## src/hw/blc_pkg.sv

```systemverilog
package blc_pkg;
  localparam int ADDR_W = 8;
  localparam int DATA_W = 8;
  localparam int CODE_W = 7;
  localparam logic [7:0] DAYLIGHT_DIM_OFFSET = 8'h0a;
  localparam logic [7:0] OFFICE_MAX_OFFSET = 8'h0b;
  localparam int CODE_LSB = 0;
  localparam int RSVD_BIT = 7;
  localparam logic [6:0] DAYLIGHT_DIM_RESET = 7'h00;
  localparam logic [6:0] OFFICE_MAX_RESET = 7'h00;
  localparam logic [7:0] RDATA_RESET = 8'h00;
  localparam logic [1:0] LAW_LINEAR = 2'h0;
  localparam logic [1:0] LAW_SQUARE = 2'h1;
  localparam logic [1:0] LAW_CUBIC10 = 2'h2;
  localparam logic [1:0] LAW_CUBIC11 = 2'h3;

  typedef enum logic [1:0] {
    BLC_BRIGHT = 2'b01,
    BLC_DIMMED = 2'b10
  } blc_dim_type;
endpackage : blc_pkg

```

## src/hw/blc_regs.sv

```systemverilog
`timescale 1ns/10ps
// Summary of operation
// - A dim timeout switches the daylight target from its maximum code to the stored dim code.
// - The daylight dim register at 0x0A holds a 7-bit code in bits 6 to 0, bit 7 reserved.
// - The office maximum register at 0x0B holds a 7-bit code in its low bits, bit 7 reserved.
// - Both cubic laws use the square code-to-current map and vary the time per code step.
// - Setting the dim-enable flag applies the dim code at once, just as a dim timeout would.
module blc_regs (
  input wire logic CLK,
  input wire logic RESET,
  input wire logic [blc_pkg::ADDR_W-1:0] REG_ADDR,
  input wire logic [blc_pkg::DATA_W-1:0] REG_WDATA,
  input wire logic REG_WE,
  input wire logic REG_RE,
  output logic [blc_pkg::DATA_W-1:0] REG_RDATA,
  input wire logic [blc_pkg::CODE_W-1:0] DAYLIGHT_MAX_CODE,
  input wire logic DIM_TIMEOUT,
  input wire logic DIM_EN,
  input wire logic WAKE,
  input wire logic [1:0] FADE_LAW,
  output logic [blc_pkg::CODE_W-1:0] DAYLIGHT_TARGET_CODE,
  output logic [blc_pkg::CODE_W-1:0] OFFICE_MAX_CODE,
  output logic DIM_ACTIVE,
  output logic SQUARE_MAP,
  output logic STEP_VARY
);
  import blc_pkg::*;

  typedef struct packed {
    logic [CODE_W-1:0] daylight_dim_code;
    logic [CODE_W-1:0] office_max_code;
    blc_dim_type dim;
    logic dim_active;
    logic [CODE_W-1:0] target;
    logic [DATA_W-1:0] rdata;
    logic square_map;
    logic step_vary;
  } blc_state_type;

  blc_state_type state_r;
  blc_state_type state_nxt;

  // The decodes are shared by the next-state logic and by the checks at the bottom.
  wire logic wr_dim = REG_WE && (REG_ADDR == DAYLIGHT_DIM_OFFSET);
  wire logic wr_max = REG_WE && (REG_ADDR == OFFICE_MAX_OFFSET);
  wire logic rd_dim = REG_RE && (REG_ADDR == DAYLIGHT_DIM_OFFSET);
  wire logic rd_max = REG_RE && (REG_ADDR == OFFICE_MAX_OFFSET);
  wire logic wake_ok = WAKE && !DIM_EN && !DIM_TIMEOUT;
  wire logic [CODE_W-1:0] wdata_code = REG_WDATA[CODE_LSB +: CODE_W];

  always_comb begin
    state_nxt = state_r;
    // Only the low seven bits are stored, so bit 7 of a write is lost.
    if (wr_dim) begin
      state_nxt.daylight_dim_code = REG_WDATA[CODE_LSB +: CODE_W];
    end
    if (wr_max) begin
      state_nxt.office_max_code = REG_WDATA[CODE_LSB +: CODE_W];
    end
    // A dim request in the same cycle as a wake wins, so no dim event is lost.
    case (state_r.dim)
      BLC_BRIGHT: begin
        if (DIM_TIMEOUT || DIM_EN) begin
          state_nxt.dim = BLC_DIMMED;
        end
      end
      BLC_DIMMED: begin
        if (wake_ok) begin
          state_nxt.dim = BLC_BRIGHT;
        end
      end
      default: begin
        state_nxt.dim = BLC_BRIGHT;
      end
    endcase
    if (state_nxt.dim == BLC_DIMMED) begin
      state_nxt.target = state_nxt.daylight_dim_code;
    end else begin
      state_nxt.target = DAYLIGHT_MAX_CODE;
    end
    state_nxt.dim_active = (state_nxt.dim == BLC_DIMMED);
    state_nxt.rdata = RDATA_RESET;
    if (rd_dim) begin
      state_nxt.rdata = {1'h0, state_r.daylight_dim_code};
    end else if (rd_max) begin
      state_nxt.rdata = {1'h0, state_r.office_max_code};
    end
    // Cubic shapes come from step timing on top of the square table.
    state_nxt.square_map = (FADE_LAW != LAW_LINEAR);
    state_nxt.step_vary = (FADE_LAW == LAW_CUBIC10) || (FADE_LAW == LAW_CUBIC11);
  end

  always_ff @(posedge CLK) begin
    if (RESET) begin
      state_r.daylight_dim_code <= DAYLIGHT_DIM_RESET;
      state_r.office_max_code <= OFFICE_MAX_RESET;
      state_r.dim <= BLC_BRIGHT;
      state_r.dim_active <= 1'h0;
      state_r.target <= DAYLIGHT_DIM_RESET;
      state_r.rdata <= RDATA_RESET;
      state_r.square_map <= 1'b0;
      state_r.step_vary <= 1'b0;
    end else begin
      state_r <= state_nxt;
    end
  end

  assign REG_RDATA = state_r.rdata;
  assign DAYLIGHT_TARGET_CODE = state_r.target;
  assign OFFICE_MAX_CODE = state_r.office_max_code;
  assign DIM_ACTIVE = state_r.dim_active;
  assign SQUARE_MAP = state_r.square_map;
  assign STEP_VARY = state_r.step_vary;

  // The reset check has no disable, so that it sees the reset edges themselves.
  a_reset_clear: assert property (@(posedge CLK)
    RESET
    |=> (REG_RDATA == RDATA_RESET) && !DIM_ACTIVE && (OFFICE_MAX_CODE == OFFICE_MAX_RESET)
      && (DAYLIGHT_TARGET_CODE == DAYLIGHT_DIM_RESET) && !SQUARE_MAP && !STEP_VARY)
    else $error("Outputs are not at their reset values.");

  // A quiet cycle between write and read keeps a second write from hiding a lost one.
  a_dim_write_back: assert property (@(posedge CLK) disable iff (RESET)
    wr_dim ##1 !wr_dim ##1 rd_dim
    |=> REG_RDATA == {1'h0, $past(wdata_code, 3)})
    else $error("Dim code readback differs from the written code.");

  a_dim_hold: assert property (@(posedge CLK) disable iff (RESET)
    !wr_dim
    |=> $stable(state_r.daylight_dim_code))
    else $error("Dim code changed without a write.");

  a_max_store: assert property (@(posedge CLK) disable iff (RESET)
    wr_max
    |=> OFFICE_MAX_CODE == $past(wdata_code))
    else $error("Office maximum code not stored.");

  a_max_hold: assert property (@(posedge CLK) disable iff (RESET)
    !wr_max
    |=> $stable(OFFICE_MAX_CODE))
    else $error("Office maximum code changed without a write.");

  a_max_write_back: assert property (@(posedge CLK) disable iff (RESET)
    wr_max ##1 !wr_max ##1 rd_max
    |=> REG_RDATA == {1'h0, $past(wdata_code, 3)})
    else $error("Office maximum readback differs from the written code.");

  // Bit 7 is never stored, so a reread can only ever show zero there.
  a_rsvd_zero: assert property (@(posedge CLK) disable iff (RESET)
    $past(REG_RE)
    |-> REG_RDATA[RSVD_BIT] == 1'h0)
    else $error("Reserved bit read back as one.");

  a_rdata_idle: assert property (@(posedge CLK) disable iff (RESET)
    !REG_RE
    |=> REG_RDATA == RDATA_RESET)
    else $error("Read data is not zero outside a read.");

  a_unmapped_zero: assert property (@(posedge CLK) disable iff (RESET)
    REG_RE && !rd_dim && !rd_max
    |=> REG_RDATA == RDATA_RESET)
    else $error("Unmapped read returned a nonzero value.");

  // The target follows the stored dim code, which a write may change while dimmed.
  a_timeout_dims: assert property (@(posedge CLK) disable iff (RESET)
    DIM_TIMEOUT
    |=> DIM_ACTIVE && (DAYLIGHT_TARGET_CODE == state_r.daylight_dim_code))
    else $error("Dim timeout did not select the dim code.");

  a_dim_code_follow: assert property (@(posedge CLK) disable iff (RESET)
    DIM_ACTIVE && wr_dim && !wake_ok
    |=> DAYLIGHT_TARGET_CODE == $past(wdata_code))
    else $error("Dim target did not follow a new dim code.");

  a_dim_sticky: assert property (@(posedge CLK) disable iff (RESET)
    DIM_ACTIVE && !WAKE
    |=> DIM_ACTIVE)
    else $error("Dim state left without a wake.");

  a_bright_max: assert property (@(posedge CLK) disable iff (RESET)
    !DIM_ACTIVE && !$past(RESET)
    |-> DAYLIGHT_TARGET_CODE == $past(DAYLIGHT_MAX_CODE))
    else $error("Bright target is not the maximum code.");

  a_wake_clears: assert property (@(posedge CLK) disable iff (RESET)
    wake_ok
    |=> !DIM_ACTIVE)
    else $error("A wake did not leave the dim state.");

  // The enable flag is a level, so it must also keep a wake from undoing the dim.
  a_dim_en_hold: assert property (@(posedge CLK) disable iff (RESET)
    DIM_EN [*2]
    |-> DIM_ACTIVE && (DAYLIGHT_TARGET_CODE == state_r.daylight_dim_code))
    else $error("Dim enable did not apply the dim code.");

  a_dim_en_now: assert property (@(posedge CLK) disable iff (RESET)
    DIM_EN
    |=> DIM_ACTIVE && (DAYLIGHT_TARGET_CODE == state_r.daylight_dim_code))
    else $error("Dim enable was not applied at once.");

  a_wake_refused: assert property (@(posedge CLK) disable iff (RESET)
    WAKE && (DIM_EN || DIM_TIMEOUT)
    |=> DIM_ACTIVE)
    else $error("A wake overrode a dim request.");

  // Law decode feeds the fade engine, which only sees the two flags.
  a_cubic_square: assert property (@(posedge CLK) disable iff (RESET)
    FADE_LAW[1]
    |=> SQUARE_MAP && STEP_VARY)
    else $error("Cubic law must use the square map with varied steps.");

  a_square_only: assert property (@(posedge CLK) disable iff (RESET)
    FADE_LAW == LAW_SQUARE
    |=> SQUARE_MAP && !STEP_VARY)
    else $error("Square law must use the square map with fixed steps.");

  a_linear_map: assert property (@(posedge CLK) disable iff (RESET)
    FADE_LAW == LAW_LINEAR
    |=> !SQUARE_MAP && !STEP_VARY)
    else $error("Linear law must not use the square map.");
endmodule : blc_regs

```

## config.mk

```make
export PLATFORM = sky130hd
export DESIGN_NAME = blc_regs
export DESIGN_NICKNAME = d
export VERILOG_FILES = /design/src/hw/blc_pkg.sv /design/src/hw/blc_regs.sv
export SDC_FILE = /design/constraint.sdc
export NUM_CORES = 1
export LEC_CHECK = 0
export BUFFER_PORTS_ARGS = -buffer_cell sky130_fd_sc_hd__buf_4
export CAP_MARGIN = 10
export CORE_MARGIN = 4
export CORE_UTILIZATION = 43
export CTS_CLUSTER_DIAMETER = 150
export CTS_CLUSTER_SIZE = 30
export DETAILED_ROUTE_END_ITERATION = 8
export PLACE_DENSITY = 0.75
export SETUP_SLACK_MARGIN = 0.15
export SLEW_MARGIN = 20
export SYNTH_ARGS = -nofsm -noshare
export SYNTH_HDL_FRONTEND = slang
export SYNTH_SLANG_ARGS = --single-unit
```

## constraint.sdc

```tcl
create_clock -name CLK -period 2.06 [get_ports CLK]
set_input_delay 0.103 -clock CLK [delete_from_list [all_inputs] [get_ports CLK]]
set_output_delay 0.103 -clock CLK [all_outputs]
set_load 0.01 [all_outputs]
```

==> results by group <==
Status
  – Status: completed

Final layout
  – Layout area overhead: 31.4%
  – Antenna diodes: 0
  – Commonest non-fill, non-tap cells in the layout: buf_4, dfxtp_1, nor2_1
  – Commonest non-fill, non-tap cell in the layout: buf_4
  – Post-route design area: approximately 0.0019 mm2
  – Net count, final: ~220
  – Share of cells above drive strength 1: 0.381

Floorplanning
  – Rows: 20
  – Die X: about 66 um
  – Die ar.: between 0.004 and 0.005 mm2
  – Number of I/O pins: between 50 and 60
  – Die H: between 60 and 70 um
  – Core Area: approximately 0.0031 mm2
  – Initial Util: 0.460

Global routing
  – Global route overflow: 0
  – GR Util All Layers: 0.153
  – Vias in the first global route: about 1200
  – Antenna violations before repair: 0
  – First-pass GRT wire length: between 5 and 6 mm
  – Largest net degree at the start of global routing: 33

STA
  – Tcrit/Tclk final: 0.844
  – FMAX: 0.575 GHz
  – Final setup viols: 0
  – Final WS setup: 0.322 ns
  – Layout Skew: just over 0.01 ns
  – Min Clock Period, post-route: 1.74 ns
  – Final Hold Viols: 0
  – Setup repair after global routing missed its margin: false
  – Max-slew violation count: 0
  – Setup Total Neg Slack: 0 ns

Routing
  – First DRT Iteration DRCs: 35
  – Via density: a little under 5
  – Wire length per cell: roughly 14 um
  – WL met1: approximately 1.3 mm
  – DR top layer: met4
  – Detail Route Antenna Nets: 0
  – DR pass1 iterations: 4
  – DRC errors left: 0
  – Final wirelength: 3.19 mm
  – Met2 routed WL: roughly 1.6 mm
  – Vias: between 1000 and 1500
  – WL met3: between 200 and 250 um

Setup path
  – CP cell instances: inv_1 -> ha_1 -> a21o_1 -> nor3_4 -> and3_1 -> a211oi_1
  – Crit. End Element: flip-flop
  – Crit path largest cell delay: approximately 0.39 ns
  – Crit path max-delay family: simple AND/OR/NAND/NOR gates
  – CP required: 2.26 ns
  – Slowest CP cell: dfxtp_1
  – Critical Path Start Type: flip-flop
  – WP buf/inv: 1
  – CP max FO: 7
  – Crit path DAT: between 1.5 and 2 ns
  – CP Class: reg2reg

Power
  – Clock power frac: 0.267
  – PwrDens: 995 mW/mm2
  – Sw Ratio: 0.296
  – Leak: around 0.81 nW
  – P_sw: 0.552 mW
  – Flop pwr share: 0.410
  – Logic pwr share: 0.323
  – Power Internal: around 1.3 mW
  – Worst VDD drop: 0.610 mV

Clock tree
  – Worst-path clk slew: about 0.11 ns
  – Num CTS Buffers: 5
  – Maximum buffer depth of the clock tree: 2
  – Clock Root Buffer: clkbuf_4
  – Sinks on Clock Net: 33
  – CTS HTree Levels: 2
  – Clk_lat worst skew: around 0.33 ns
  – CTS tree: built

Run
  – # Max-Cap Violations: 0

Logic synthesis
  – Sequential-to-total area share from yosys stat: 0.463
  – Cell count after synthesis: approximately 150
  – Yosys warns: 0
  – Synth cell types: 24
  – #FFs+latches synth: 33
  – Main flop type after synthesis: dfxtp_1
  – EDFF count, synth: 0
  – Mapped Area: 0.00143 mm2
  – FFs w/ async S/R, synth: 0
  – Post-Syn Nets: roughly 180
  – Synthesized area per cell: between 9 and 10 um2

Placed design
  – Count of input and output buffers: 54
  – Pre-CTS setup slack: between 0.2 and 0.25 ns
  – Placed Area: 0.00174 mm2
  – HPWL Detailed: 2.44 mm
  – Final RePlAce weighted congestion: a little under 0.8

Worst hold path
  – Hold crit path type: in2reg
==> layer usage <==
metal / vias to the layer above / track usage
met5: - / 0
met1: 515 / 0.168
met2: 43 / 0.265
li1: 569 / -
met3: 4 / 0.0598
met4: 0 / 0.0518
==> timing repair <==
| action | in CTS | in global routing |
|---|---|---|
| setup endpoints to repair | 0 | 7 |
| hold endpoints to repair | 2 | 0 |
| buffers inserted | 0 | 0 |
| hold buffers | 3 | 0 |
| gates resized for setup | 0 | 3 |
==> per-stage QoR <==
step | cells | power, mW | hold slack (ns) | utilization
after floorplan | 147 | 1.20 | 0.175 | -
after global placement | 222 | 1.34 | 0.313 | 0.561
after detailed placement | 222 | 1.36 | 0.314 | 0.561
after CTS | 233 | 1.86 | 0.0252 | 0.598
after global routing | 233 | 1.99 | 0.0245 | 0.604
final | 233 | 1.87 | 0.0316 | 0.604
==> synthesized netlist by cell type (4+ instances only) <==
library cell	instances	share of area
dfxtp_1	33	0.46
clkbuf_1	5	0.013
buf_4	22	0.12
nor3_1	4	0.014
a22oi_1	7	0.037
mux2i_1	14	0.098
a211oi_1	6	0.032
a31oi_1	7	0.031
nor2_1	25	0.066
==> flip-flops by register name, indices dropped and copies added, names as in the netlist <==
name / count
state_r: 9
REG_RDATA: 7
SQUARE_MAP: 1
OFFICE_MAX_CODE: 7
DAYLIGHT_TARGET_CODE: 7
STEP_VARY: 1
DIM_ACTIVE: 1
==> worst paths after layout <==
kind | cells past startpoint | endpoint | start | slack, ns
max reg2reg | 6 | DAYLIGHT_TARGET_CODE[5]$_SDFF_PP0_ | state_r[18]$_SDFF_PP1_ | 0.32
max | 6 | DAYLIGHT_TARGET_CODE[5]$_SDFF_PP0_ | state_r[18]$_SDFF_PP1_ | 0.32
min reg2reg | 2 | REG_RDATA[1]$_SDFF_PP0_ | state_r[28]$_SDFF_PP0_ | 0.52
min | 3 | OFFICE_MAX_CODE[3]$_SDFFE_PP0P_ | REG_WDATA[3] | 0.03
==> tightest hold or removal path: stages <==
cell and delay (ns):
buf_4 0.09, mux2i_1 0.06, nor2_1 0.07
==> logic make-up after synthesis <==
kind of cell / after synthesis / share of synthesized area
DFF: 33 / 0.463
other: 1 / 0.00263
muxes: 14 / 0.0982
buffers and inverters: 30 / 0.138
adders and majority gates: 2 / 0.0175
and+or+nand+nor: 43 / 0.160
AOI/OAI and AO/OA: 24 / 0.122
==> area by class of cell <==
| type | instances | area [um2] |
|---|---|---|
| Clock buffer | 7 | 55.1 |
| Clock inverter | 1 | 30.0 |
| Fill cell | 295 | 1230 |
| Inverter | 2 | 7.51 |
| Multi-Input combinational cell | 84 | 594 |
| Sequential cell | 33 | 661 |
| Tap cell | 44 | 55.1 |
| Timing Repair Buffer | 62 | 473 |
==> power groups by stage <==
stage          Clock [mW]  Combinational (mW)  Sequential (mW)
4_1_cts             0.506               0.589            0.767
3_5_place_dp            0               0.579            0.779
2_1_floorplan           0               0.421            0.777
3_3_place_gp            0               0.559            0.778
6_report            0.499               0.603            0.765
5_1_grt             0.550               0.661            0.779
Power figures use the tool's default switching activity.
